===== src/rtl/rcr_pkg.sv =====
// Constants shared by the RC oscillation ratio counter converter
package rcr_pkg;
    // Register port widths
    localparam int ADDR_W = 8;
    localparam int DATA_W = 4;
    // Register addresses, decade counter digits
    localparam logic [7:0] ADDR_DEC0 = 8'h20;
    localparam logic [7:0] ADDR_DEC4 = 8'h24;
    // Register addresses, binary counter nibbles
    localparam logic [7:0] ADDR_BIN0 = 8'h26;
    localparam logic [7:0] ADDR_BIN3 = 8'h29;
    // Register addresses, control
    localparam logic [7:0] ADDR_CTRL0 = 8'h2a;
    localparam logic [7:0] ADDR_MODE = 8'h2b;
    // Control register 0 field positions
    localparam int CTRL_RUN_BIT = 0;
    localparam int CTRL_SEL_BIT = 1;
    // Bits that always read as one
    localparam logic [3:0] CTRL0_RSV = 4'hc;
    localparam logic [3:0] DEC4_RSV = 4'h8;
    localparam logic [3:0] BIN3_RSV = 4'hc;
    // Reset values
    localparam logic [3:0] MODE_RST = 4'h0;
    localparam logic [3:0] DIGIT_RST = 4'h0;
    localparam logic [13:0] BIN_RST = 14'h0000;
    localparam logic [3:0] NIB_ZERO = 4'h0;
    // Reference select encodings
    localparam logic REF_DECADE = 1'b0;
    localparam logic REF_BINARY = 1'b1;
    // Decade counter geometry
    localparam int DEC_DIGITS = 5;
    localparam int DEC_W = 20;
    localparam logic [3:0] DIGIT_MAX = 4'h9;
    localparam logic [3:0] TOP_DIGIT_MAX = 4'h7;
    localparam logic [3:0] TOP_DIGIT_MASK = 4'h7;
    localparam logic [3:0] DIGIT_ONE = 4'h1;
    localparam logic [19:0] DEC_MAX_VAL = 20'h79999;
    localparam logic [19:0] DEC_ZERO = 20'h00000;
    // Binary counter geometry
    localparam int BIN_W = 14;
    localparam int BIN_NIBS = 4;
    localparam logic [13:0] BIN_MAX = 14'h3fff;
    localparam logic [13:0] BIN_ONE = 14'h0001;
    // Binary counter top nibble holds two bits
    localparam logic [1:0] BIN_TOP_PAD = 2'b00;
endpackage


===== src/rtl/rcr_decade_cnt.sv =====
// Five digit decimal counter of system clocks, top digit 0 to 7
`timescale 1ns/10ps
module rcr_decade_cnt
    import rcr_pkg::*;
(
    // Clock and reset
    input wire logic clk,
    input wire logic resetn,
    // Software load, one enable per digit
    input wire logic [DEC_DIGITS-1:0] load_en,
    input wire logic [3:0] load_data,
    // Count request
    input wire logic inc,
    // Counter state
    output logic [DEC_W-1:0] value,
    output logic ovf
);
    import rcr_pkg::*;

    // Carry into each digit, carry out of the top is the wrap
    logic [DEC_DIGITS:0] carry;
    assign carry[0] = inc;
    assign ovf = carry[DEC_DIGITS];

    genvar gi;
    generate
        for (gi = 0; gi < DEC_DIGITS; gi++) begin : g_digit
            // Highest digit wraps to zero after seven, others after nine
            localparam logic [3:0] LIM = (gi == DEC_DIGITS - 1) ? TOP_DIGIT_MAX : DIGIT_MAX;
            localparam logic [3:0] MSK = (gi == DEC_DIGITS - 1) ? TOP_DIGIT_MASK : 4'hf;
            logic [3:0] dig_r;
            logic [3:0] dig_nxt;
            wire at_lim = (dig_r == LIM);
            assign carry[gi+1] = carry[gi] & at_lim;
            // Load wins over a count in the same cycle
            assign dig_nxt = load_en[gi] ? (load_data & MSK) :
                             !carry[gi] ? dig_r :
                             at_lim ? DIGIT_RST : 4'(dig_r + DIGIT_ONE);
            // Digit register
            always_ff @(posedge clk or negedge resetn) begin
                if (!resetn) begin
                    dig_r <= DIGIT_RST;
                end else begin
                    dig_r <= dig_nxt;
                end
            end
            assign value[gi*4 +: 4] = dig_r;
        end
    endgenerate
endmodule


===== src/rtl/rcr_bin_cnt.sv =====
// Fourteen stage binary counter of oscillator clocks
`timescale 1ns/10ps
module rcr_bin_cnt
    import rcr_pkg::*;
(
    // Clock and reset
    input wire logic clk,
    input wire logic resetn,
    // Software load, one enable per nibble
    input wire logic [BIN_NIBS-1:0] load_en,
    input wire logic [3:0] load_data,
    // Count request
    input wire logic inc,
    // Counter state
    output logic [BIN_W-1:0] value,
    output logic ovf
);
    import rcr_pkg::*;

    logic [BIN_W-1:0] cnt_r;
    logic [BIN_W-1:0] cnt_nxt;
    logic [BIN_W-1:0] loaded;
    logic [4*BIN_NIBS-1:0] wide;

    // Wrap from all ones to zero
    assign ovf = inc & (cnt_r == BIN_MAX);
    assign value = cnt_r;

    genvar gi;
    generate
        for (gi = 0; gi < BIN_NIBS; gi++) begin : g_nib
            if (gi == BIN_NIBS - 1) begin : g_top
                // Top nibble holds two real bits under the pad
                assign wide[gi*4 +: 4] = load_en[gi] ? load_data :
                    {BIN_TOP_PAD, cnt_r[BIN_W-1 -: 2]};
            end else begin : g_low
                // Replace the addressed nibble with the written data
                assign wide[gi*4 +: 4] = load_en[gi] ? load_data : cnt_r[gi*4 +: 4];
            end
        end
    endgenerate
    assign loaded = wide[BIN_W-1:0];
    // Load wins over a count in the same cycle
    assign cnt_nxt = (|load_en) ? loaded : inc ? 14'(cnt_r + BIN_ONE) : cnt_r;

    // Counter register
    always_ff @(posedge clk or negedge resetn) begin
        if (!resetn) begin
            cnt_r <= BIN_RST;
        end else begin
            cnt_r <= cnt_nxt;
        end
    end
endmodule


===== src/rtl/rcr_conv.sv =====
// Ratio counter converter: control registers, gating and two counters
`timescale 1ns/10ps
//
// Contract
// - Select 0: decade gates, binary result
// - Select 1: binary gates, decade result
// - Run sync follows run on falling edge
// - Sync rise starts oscillator, binary counts
// - Decade overflow ends run, raises request
// - Sync rise starts decade counting clocks
// - Binary overflow ends run, raises request
// - Decade reads zero after gating overflow
// - Binary result counts oscillator edges in gate
// - Decade result counts clocks in gate
// - Decade to 79999, binary fourteen bits
// - Run clear: oscillator off, no counting
module rcr_conv (
    // Clock and reset
    input wire logic clk,
    input wire logic resetn,
    // Register port
    input wire logic [rcr_pkg::ADDR_W-1:0] addr,
    input wire logic [rcr_pkg::DATA_W-1:0] wdata,
    input wire logic wr_strobe,
    input wire logic rd_strobe,
    output logic [rcr_pkg::DATA_W-1:0] rdata,
    // Oscillator side
    input wire logic rc_osc_clock,
    output logic rc_osc_enable,
    output logic [3:0] osc_mode_field,
    // Conversion done request
    output logic conversion_irq
);
    import rcr_pkg::*;

    // Control register state
    logic conversion_run_r;        // Conversion in progress
    logic conversion_run_nxt;
    logic reference_select_r;      // Which counter sets the gate
    logic reference_select_nxt;
    logic [3:0] osc_mode_r;        // Oscillation mode
    logic [3:0] osc_mode_nxt;
    // Run sync taken on the falling clock edge
    logic run_sync_enable_r;
    // Oscillator pin synchroniser and edge history
    logic osc_s1_r;
    logic osc_s2_r;
    logic osc_s3_r;
    // Registered outputs
    logic irq_r;
    logic osc_en_r;
    logic [3:0] rdata_r;
    logic [3:0] rdata_nxt;

    // Counter values and wrap events
    logic [DEC_W-1:0] dec_val;
    logic [BIN_W-1:0] bin_val;
    logic dec_ovf;
    logic bin_ovf;

    // Address decode
    wire hit_ctrl = (addr == ADDR_CTRL0);
    wire hit_mode = (addr == ADDR_MODE);
    wire wr_ctrl = wr_strobe & hit_ctrl;
    wire wr_mode = wr_strobe & hit_mode;

    // Per digit and per nibble write enables
    logic [DEC_DIGITS-1:0] dec_load;
    logic [BIN_NIBS-1:0] bin_load;
    genvar gi;
    generate
        for (gi = 0; gi < DEC_DIGITS; gi++) begin : g_dec_hit
            assign dec_load[gi] = wr_strobe & (addr == 8'(ADDR_DEC0 + gi));
        end
        for (gi = 0; gi < BIN_NIBS; gi++) begin : g_bin_hit
            assign bin_load[gi] = wr_strobe & (addr == 8'(ADDR_BIN0 + gi));
        end
    endgenerate

    // Counting only while run and its falling edge sync are both high
    wire count_en = conversion_run_r & run_sync_enable_r;
    // Rising oscillator edge seen after two synchroniser stages
    wire osc_edge = osc_s2_r & ~osc_s3_r;
    // Decade counts every system clock in the gate, either mode
    wire dec_inc = count_en;
    // Binary counts oscillator edges in the gate, either mode
    wire bin_inc = count_en & osc_edge;
    // The selected counter's wrap closes the gate
    wire sel_ovf = (reference_select_r == REF_BINARY) ? bin_ovf : dec_ovf;

    // Control next state; the gate end beats the run bit of a same cycle write, the select bit still loads
    always_comb begin
        conversion_run_nxt = conversion_run_r;
        reference_select_nxt = reference_select_r;
        if (sel_ovf) begin
            // Hardware ends the conversion
            conversion_run_nxt = 1'b0;
        end else if (wr_ctrl) begin
            // Software start or stop
            conversion_run_nxt = wdata[CTRL_RUN_BIT];
        end
        if (wr_ctrl) begin
            // Select follows every control write
            reference_select_nxt = wdata[CTRL_SEL_BIT];
        end
    end

    // Mode register next state
    assign osc_mode_nxt = wr_mode ? wdata : osc_mode_r;

    // Read multiplexer
    always_comb begin
        rdata_nxt = NIB_ZERO;
        if (!rd_strobe) begin
            // Data only in the cycle after a read
            rdata_nxt = NIB_ZERO;
        end else if (hit_ctrl) begin
            // Run and select with reserved ones
            rdata_nxt = CTRL0_RSV | {2'b00, reference_select_r, conversion_run_r};
        end else if (hit_mode) begin
            // Oscillation mode
            rdata_nxt = osc_mode_r;
        end else if (addr >= ADDR_DEC0 && addr < ADDR_DEC4) begin
            // Lower four decade digits
            rdata_nxt = dec_val[4*(addr - ADDR_DEC0) +: 4];
        end else if (addr == ADDR_DEC4) begin
            // Top decade digit with reserved one
            rdata_nxt = DEC4_RSV | dec_val[DEC_W-1 -: 4];
        end else if (addr >= ADDR_BIN0 && addr < ADDR_BIN3) begin
            // Lower three binary nibbles
            rdata_nxt = bin_val[4*(addr - ADDR_BIN0) +: 4];
        end else if (addr == ADDR_BIN3) begin
            // Top two binary bits with reserved ones
            rdata_nxt = BIN3_RSV | {BIN_TOP_PAD, bin_val[BIN_W-1 -: 2]};
        end else begin
            // Unmapped address reads zero
            rdata_nxt = NIB_ZERO;
        end
    end

    // Control registers
    always_ff @(posedge clk or negedge resetn) begin
        if (!resetn) begin
            conversion_run_r <= 1'b0;
            reference_select_r <= REF_DECADE;
            osc_mode_r <= MODE_RST;
        end else begin
            conversion_run_r <= conversion_run_nxt;
            reference_select_r <= reference_select_nxt;
            osc_mode_r <= osc_mode_nxt;
        end
    end

    // Run sync, retimed to the falling system clock edge
    always_ff @(negedge clk or negedge resetn) begin
        if (!resetn) begin
            run_sync_enable_r <= 1'b0;
        end else begin
            run_sync_enable_r <= conversion_run_r;
        end
    end

    // Oscillator pin synchroniser, first stage read only by the second
    always_ff @(posedge clk or negedge resetn) begin
        if (!resetn) begin
            osc_s1_r <= 1'b0;
            osc_s2_r <= 1'b0;
            osc_s3_r <= 1'b0;
        end else begin
            osc_s1_r <= rc_osc_clock;
            osc_s2_r <= osc_s1_r;
            osc_s3_r <= osc_s2_r;
        end
    end

    // Outputs: request pulse, oscillator enable, read data
    always_ff @(posedge clk or negedge resetn) begin
        if (!resetn) begin
            irq_r <= 1'b0;
            osc_en_r <= 1'b0;
            rdata_r <= NIB_ZERO;
        end else begin
            irq_r <= sel_ovf;
            osc_en_r <= count_en;
            rdata_r <= rdata_nxt;
        end
    end

    assign conversion_irq = irq_r;
    assign rc_osc_enable = osc_en_r;
    assign osc_mode_field = osc_mode_r;
    assign rdata = rdata_r;

    // Decimal gate or result counter
    rcr_decade_cnt u_dec (
        .clk(clk),
        .resetn(resetn),
        .load_en(dec_load),
        .load_data(wdata),
        .inc(dec_inc),
        .value(dec_val),
        .ovf(dec_ovf)
    );

    // Binary gate or result counter
    rcr_bin_cnt u_bin (
        .clk(clk),
        .resetn(resetn),
        .load_en(bin_load),
        .load_data(wdata),
        .inc(bin_inc),
        .value(bin_val),
        .ovf(bin_ovf)
    );
endmodule


===== config.mk =====
export PLATFORM = sky130hd
export DESIGN_NAME = rcr_conv
export DESIGN_NICKNAME = d
export VERILOG_FILES = /design/src/rtl/rcr_pkg.sv /design/src/rtl/rcr_decade_cnt.sv /design/src/rtl/rcr_bin_cnt.sv /design/src/rtl/rcr_conv.sv
export SDC_FILE = /design/constraint.sdc
export NUM_CORES = 1
export LEC_CHECK = 0
export BUFFER_PORTS_ARGS = -buffer_cell sky130_fd_sc_hd__buf_2
export CAP_MARGIN = 10
export CORE_MARGIN = 2
export CORE_UTILIZATION = 37
export CTS_CLUSTER_SIZE = 10
export DETAILED_ROUTE_END_ITERATION = 12
export PLACE_DENSITY_LB_ADDON = 0.05
export SLEW_MARGIN = 15
export SYNTH_ARGS = -nofsm -noshare
export SYNTH_HDL_FRONTEND = slang
export SYNTH_SLANG_ARGS = --single-unit

===== constraint.sdc =====
create_clock -name clk -period 2.4 [get_ports clk]
set_input_delay 0.12 -clock clk [delete_from_list [all_inputs] [get_ports clk]]
set_output_delay 0.12 -clock clk [all_outputs]
set_load 0.02 [all_outputs]

==> After elaboration in Yosys (flattened, before gate mapping) <==
Index checks and enable logic that the tools add are counted.
{ "classes": {"shift": 2, "eq_ne": 21, "bitwise": 21, "n_reduce_logical": 14, "n_addsub": 8, "order_cmp": 4, "mux": 31} }
{ "op_table": {"columns": ["cell", "n"], "rows": [
  ["two-way mux 4 bit", 25],
  ["== test 8 x 6 -> 1 bit, second input constant", 11],
  ["indexed part select 14 x 33 -> 4 bit", 1],
  ["indexed part select 20 x 33 -> 4 bit", 1],
  ["two-way mux 14 bit", 2],
  ["adder 4 x 1 -> 4 bit, second input constant", 5],
  ["AND 1 bit", 20],
  ["subtractor 8 x 6 -> 9 bit, second input constant", 2],
  ["== test 4 bit, second input constant", 4],
  ["greater-or-equal comparator 8 x 6 -> 1 bit, second input constant", 2],
  ["less-than comparator 8 x 6 -> 1 bit, second input constant", 2],
  ["adder 14 x 1 -> 14 bit, second input constant", 1],
  ["== test 14 bit, second input constant", 1],
  ["nonzero test 2 bit", 7],
  ["inequality test 2 x 1 -> 1 bit, second input constant", 4],
  ["AND reduction 2 bit", 4],
  ["== test 4 x 3 -> 1 bit, second input constant", 1],
  ["OR reduction 4 bit", 1],
  ["two-way mux 1 bit", 3],
  ["logical AND 1 bit", 2],
  ["two-way mux 2 bit", 1],
  ["NOT 1 bit", 1]
]} }
{ "word_totals": {"output_inout_bits": 10, "elab_cells": 120, "reg_bits": 50, "in_bits": 17} }

==> Logic depth before layout (Yosys ltp) <==
{ "logic_depth": {"word_depth": 8, "mapped_depth": 8} }

==> Modules after synthesis <==
From an unflattened synthesis, not the netlist that was laid out.
{ "unflattened": {"cells_unflattened": 360, "hier_area_um2": 3373.2} }
{ "by_module_without_submodules": {"columns": ["module", "instances", "cells_each", "area_per_inst_um2", "seq_area_each_um2"], "rows": [
  ["rcr_decade_cnt", 1, 141, 1277.5, 500.5],
  ["rcr_conv", 1, 116, 1159.9, 400.4],
  ["rcr_bin_cnt", 1, 103, 935.9, 350.3]
]} }

==> metrics.txt <==
# TYPE chip_impl_metric gauge
chip_impl_info{name="run_status",value="finished with violations"} 1
chip_impl_info{name="violations_in_the_final_reports",value="negative setup slack"} 1
chip_impl_metric{name="grt_max_degree",unit=""} 50
chip_impl_metric{name="final_cell_count_no_fill",unit=""} 490
chip_impl_metric{name="hold_ws",unit="ns"} 0.000245
chip_impl_info{name="critPathMostFrequentCell",value="and2_4"} 1
chip_impl_metric{name="initial_utilization",unit="%"} 38.3
chip_impl_info{name="end_kind",value="register"} 1
chip_impl_metric{name="sw_frac_of_total",unit="%"} 26.6
chip_impl_info{name="leading_cell_types_by_total_area_after_synthesis",value="dfrtp_1 (39%), a21oi_1 (6.0%), nor2_1 (4.2%)"} 1
chip_impl_metric{name="tightestPinTransition",unit="ns"} 0.660
chip_impl_metric{name="floorplan.die.height",unit="um"} 96.5
chip_impl_metric{name="drt_first_iter_violations",unit=""} 154
chip_impl_info{name="rsz0062_at_grt",value="true"} 1
chip_impl_metric{name="syn_area_per_cell",unit="um2"} 8.94
chip_impl_metric{name="pwr_density_cell",unit="nW/um2"} 458
chip_impl_info{name="clock_tree.root_cell",value="clkbuf_8"} 1
chip_impl_metric{name="synth_seq_cells",unit=""} 50
chip_impl_metric{name="max_slew_margin",unit="%"} 56.0
chip_impl_metric{name="post-place-cells",unit=""} 476
chip_impl_metric{name="combinationalPowerShare",unit="%"} 11.5
chip_impl_metric{name="port_buffers",unit=""} 26
chip_impl_metric{name="die_width",unit="um"} 96.5
chip_impl_metric{name="ctsLongestPathBuffers",unit=""} 2
chip_impl_metric{name="switching_power",unit="mW"} 0.460
chip_impl_info{name="largest_area_contributor_in_the_netlist",value="dfrtp_1"} 1
chip_impl_metric{name="internal_power",unit="mW"} 1.27
chip_impl_metric{name="clock-sinks",unit=""} 50
chip_impl_metric{name="area_enclosed_by_the_die_boundary",unit="um2"} 9310
chip_impl_metric{name="netlist_area",unit="um2"} 3170
chip_impl_metric{name="core_area",unit="um2"} 8260
chip_impl_metric{name="drt-vias-per-instance",unit=""} 5.79
chip_impl_metric{name="syn-num-nets",unit=""} 374
chip_impl_metric{name="async_flop_share",unit="%"} 100
chip_impl_metric{name="setup.reg_to_reg.worst_slack",unit="ns"} -0.29
chip_impl_metric{name="synthesis.yosys.warnings",unit=""} 0
chip_impl_metric{name="worst_ep_required_time",unit="ns"} 2.60
chip_impl_info{name="tritoncts",value="yes"} 1
chip_impl_metric{name="post_synth_num_cell_types",unit=""} 49
chip_impl_metric{name="pwr-share-seq",unit="%"} 53.2
chip_impl_metric{name="count_of_flip_flops_with_a_built_in_enable_after_synthesis",unit=""} 0
chip_impl_metric{name="cpPeakStageDelay",unit="ns"} 0.42
chip_impl_metric{name="wl",unit="mm"} 9.11
chip_impl_info{name="crit_path_cell_trace",value="and2_4 -> and3b_2 -> nand3_4 -> and2_4 -> o22a_2"} 1
chip_impl_metric{name="via_count_of_the_first_global_routing_pass",unit=""} 2830
chip_impl_info{name="worst_path_max_delay_cell",value="dfrtn_1"} 1
chip_impl_metric{name="drc",unit=""} 0
chip_impl_metric{name="grt-ovfl-total",unit=""} 0
chip_impl_metric{name="antennaDiodeCount",unit=""} 0
chip_impl_metric{name="cts_inserted_buffers",unit=""} 5
chip_impl_metric{name="max-cap-violations",unit=""} 0
chip_impl_metric{name="core.rowCount",unit=""} 33
chip_impl_metric{name="synth.yosys.seq_area_share",unit="%"} 39.5
chip_impl_metric{name="weighted_congestion_reported_at_the_end_of_routability_driven_placement",unit=""} 0.845
chip_impl_metric{name="summed_negative_setup_slack_over_all_endpoints",unit="ns"} -6.25
chip_impl_metric{name="floorplan.io_pins",unit=""} 27
chip_impl_info{name="synthMostInstantiatedCell",value="dfrtp_1"} 1
chip_impl_metric{name="slew_violations",unit=""} 0
chip_impl_metric{name="finish.net_count",unit=""} 404
chip_impl_metric{name="power.ir.vdd_worst",unit="uV"} 221
chip_impl_metric{name="drt.antenna.violating_nets",unit=""} 0
chip_impl_metric{name="yosys.area.top_type_share",unit="%"} 38.7
chip_impl_metric{name="setup-violations-final",unit=""} 34
chip_impl_metric{name="clkPwrFrac",unit="%"} 35.3
chip_impl_metric{name="final.setup_skew",unit="ns"} 0.00549
chip_impl_info{name="synth_top_cells_by_count",value="dfrtp_1 (49), a21oi_1 (38), nor2_1 (35)"} 1
chip_impl_info{name="hold_path_class",value="input pin to async pin"} 1
chip_impl_metric{name="fin_total_pwr",unit="mW"} 1.73
chip_impl_metric{name="clkSlewWorstSetupHoldPaths",unit="ns"} 0.10
chip_impl_metric{name="total_leakage_power",unit="nW"} 1.53
chip_impl_metric{name="hold_violations",unit=""} 0
chip_impl_metric{name="area_growth_syn_to_layout",unit="%"} 19.2
chip_impl_metric{name="antenna_found_initial",unit=""} 0
chip_impl_metric{name="total_number_of_vias",unit=""} 2837
chip_impl_metric{name="globalRouteTotalUtil",unit="%"} 21.0
chip_impl_metric{name="arrival_time_worst_endpoint",unit="ns"} 2.89
chip_impl_metric{name="post-dp-hpwl",unit="mm"} 6.46
chip_impl_metric{name="insertion_delay",unit="ns"} 0.31
chip_impl_metric{name="drt_pre_antenna_iters",unit=""} 4
chip_impl_info{name="crit_type",value="register to register"} 1
chip_impl_metric{name="synth_cells",unit=""} 354
chip_impl_metric{name="ctsHtreeMaxLevel",unit=""} 2
chip_impl_info{name="timing.critical_path.from_type",value="register"} 1
chip_impl_metric{name="fraction_of_layout_cells_with_a_size_suffix_above_1",unit="%"} 26.2
chip_impl_metric{name="grt_pass1_wl",unit="mm"} 14.9
chip_impl_info{name="postSynth.topFlopCell",value="dfrtp_1"} 1
chip_impl_metric{name="path_max_fanout",unit=""} 8
chip_impl_metric{name="setup_slack",unit="ns"} -0.290
chip_impl_metric{name="avgRoutedWirePerCell",unit="um"} 18.6
## final cells by class
type	instances	area, um2
tap	105	131
timing repair buffer	43	287
clock buffer	6	72.6
multi-input combinational	275	1960
inverter	9	33.8
clock inverter	2	37.5
fill	826	4480
sequential	50	1250
## critical path: cells and delay by family (launching register included)
kind / cells / cell delay, ns
DFF: 1 / 0.42
AOI/OAI and AO/OA: 1 / 0.21
and+or+nand+nor: 4 / 0.76
## per-stage QoR
stage	area (um2)	setup WS [ns]	util (%)
4_1_cts	3660	-0.265	44.3
2_1_floorplan	3210	-0.314	-
6_report	3770	-0.290	45.7
5_1_grt	3770	-0.339	45.7
3_5_place_dp	3440	-0.336	41.7
3_3_place_gp	3440	-0.322	41.7
## path summary, 6_finish.rpt
check / start / to / depth (start not counted)
min reg2reg: osc_s1_r$_DFF_PN0_ / osc_s2_r$_DFF_PN0_ / 0
max in group asynchronous: resetn / run_sync_enable_r$_DFF_NN0_ / 1
min: resetn / u_dec.g_digit[1].dig_r[1]$_DFFE_PN0P_ / 2
max: run_sync_enable_r$_DFF_NN0_ / u_bin.value[8]$_DFFE_PN0P_ / 5
max reg2reg: run_sync_enable_r$_DFF_NN0_ / u_bin.value[8]$_DFFE_PN0P_ / 5
min in group clk: rd_strobe / rdata[2]$_DFF_PN0_ / 3
## power groups by stage
stage	Clock (mW)	Sequential [mW]	Combinational, mW
after detailed placement	0	0.932	0.193
after global routing	0.663	0.926	0.223
after global placement	0	0.932	0.192
after floorplan	0	0.922	0.116
final	0.610	0.920	0.200
after CTS	0.628	0.917	0.197
## cells by family (layout without fill, tap and decap cells)
group,Yosys count,after routing,share of synthesized area (%)
buffers and inverters,29,60,4.03
AND/OR/NAND/NOR,143,143,24.3
AO/OA/AOI/OAI,100,100,19.9
XOR/XNOR,10,10,2.77
flip-flops,50,50,39.5
adder cells (fa/ha/maj),3,3,1.19
multiplexers,19,19,8.26
## timing repair
action / 4_1_cts / 5_1_grt
gates cloned: 1 / 0
resized for setup: 21 / 27
hold endpoints to repair: 1 / 0
pin swaps: 22 / 19
hold buffers: 1 / 0
endpoints found under the setup margin: 33 / 35
setup buffers: 2 / 2
## layer usage
layer / track usage [%] / routed length [um]
met5: 0 / 0
met4: 6.34 / 165
met3: 3.26 / 387
met2: 34.1 / 4320
met1: 29.0 / 4240
## flip-flops by register name, indices dropped and copies added, names as in the netlist
register / count
conversion_irq: 1
osc_s2_r: 1
reference_select_r: 1
run_sync_enable_r: 1
osc_mode_field: 4
conversion_run_r: 1
u_dec.g_digit.dig_r: 20
osc_s1_r: 1
osc_s3_r: 1
u_bin.value: 14
rc_osc_enable: 1
rdata: 4
## layout by cell type, fill, tap and decap left out, types with 8 or more instances in the layout
cell      instances
and3_1           11
dfrtp_1          49
buf_2            26
nor2b_1           9
buf_4             9
nor2_1           33
a31oi_1          10
o21ai_0           8
nand2_1          20
o22a_1            8
nand2b_1          8
inv_1             9
a21oi_1          30
nand3_1          16
No activity file was read; power rests on OpenSTA's default activity.
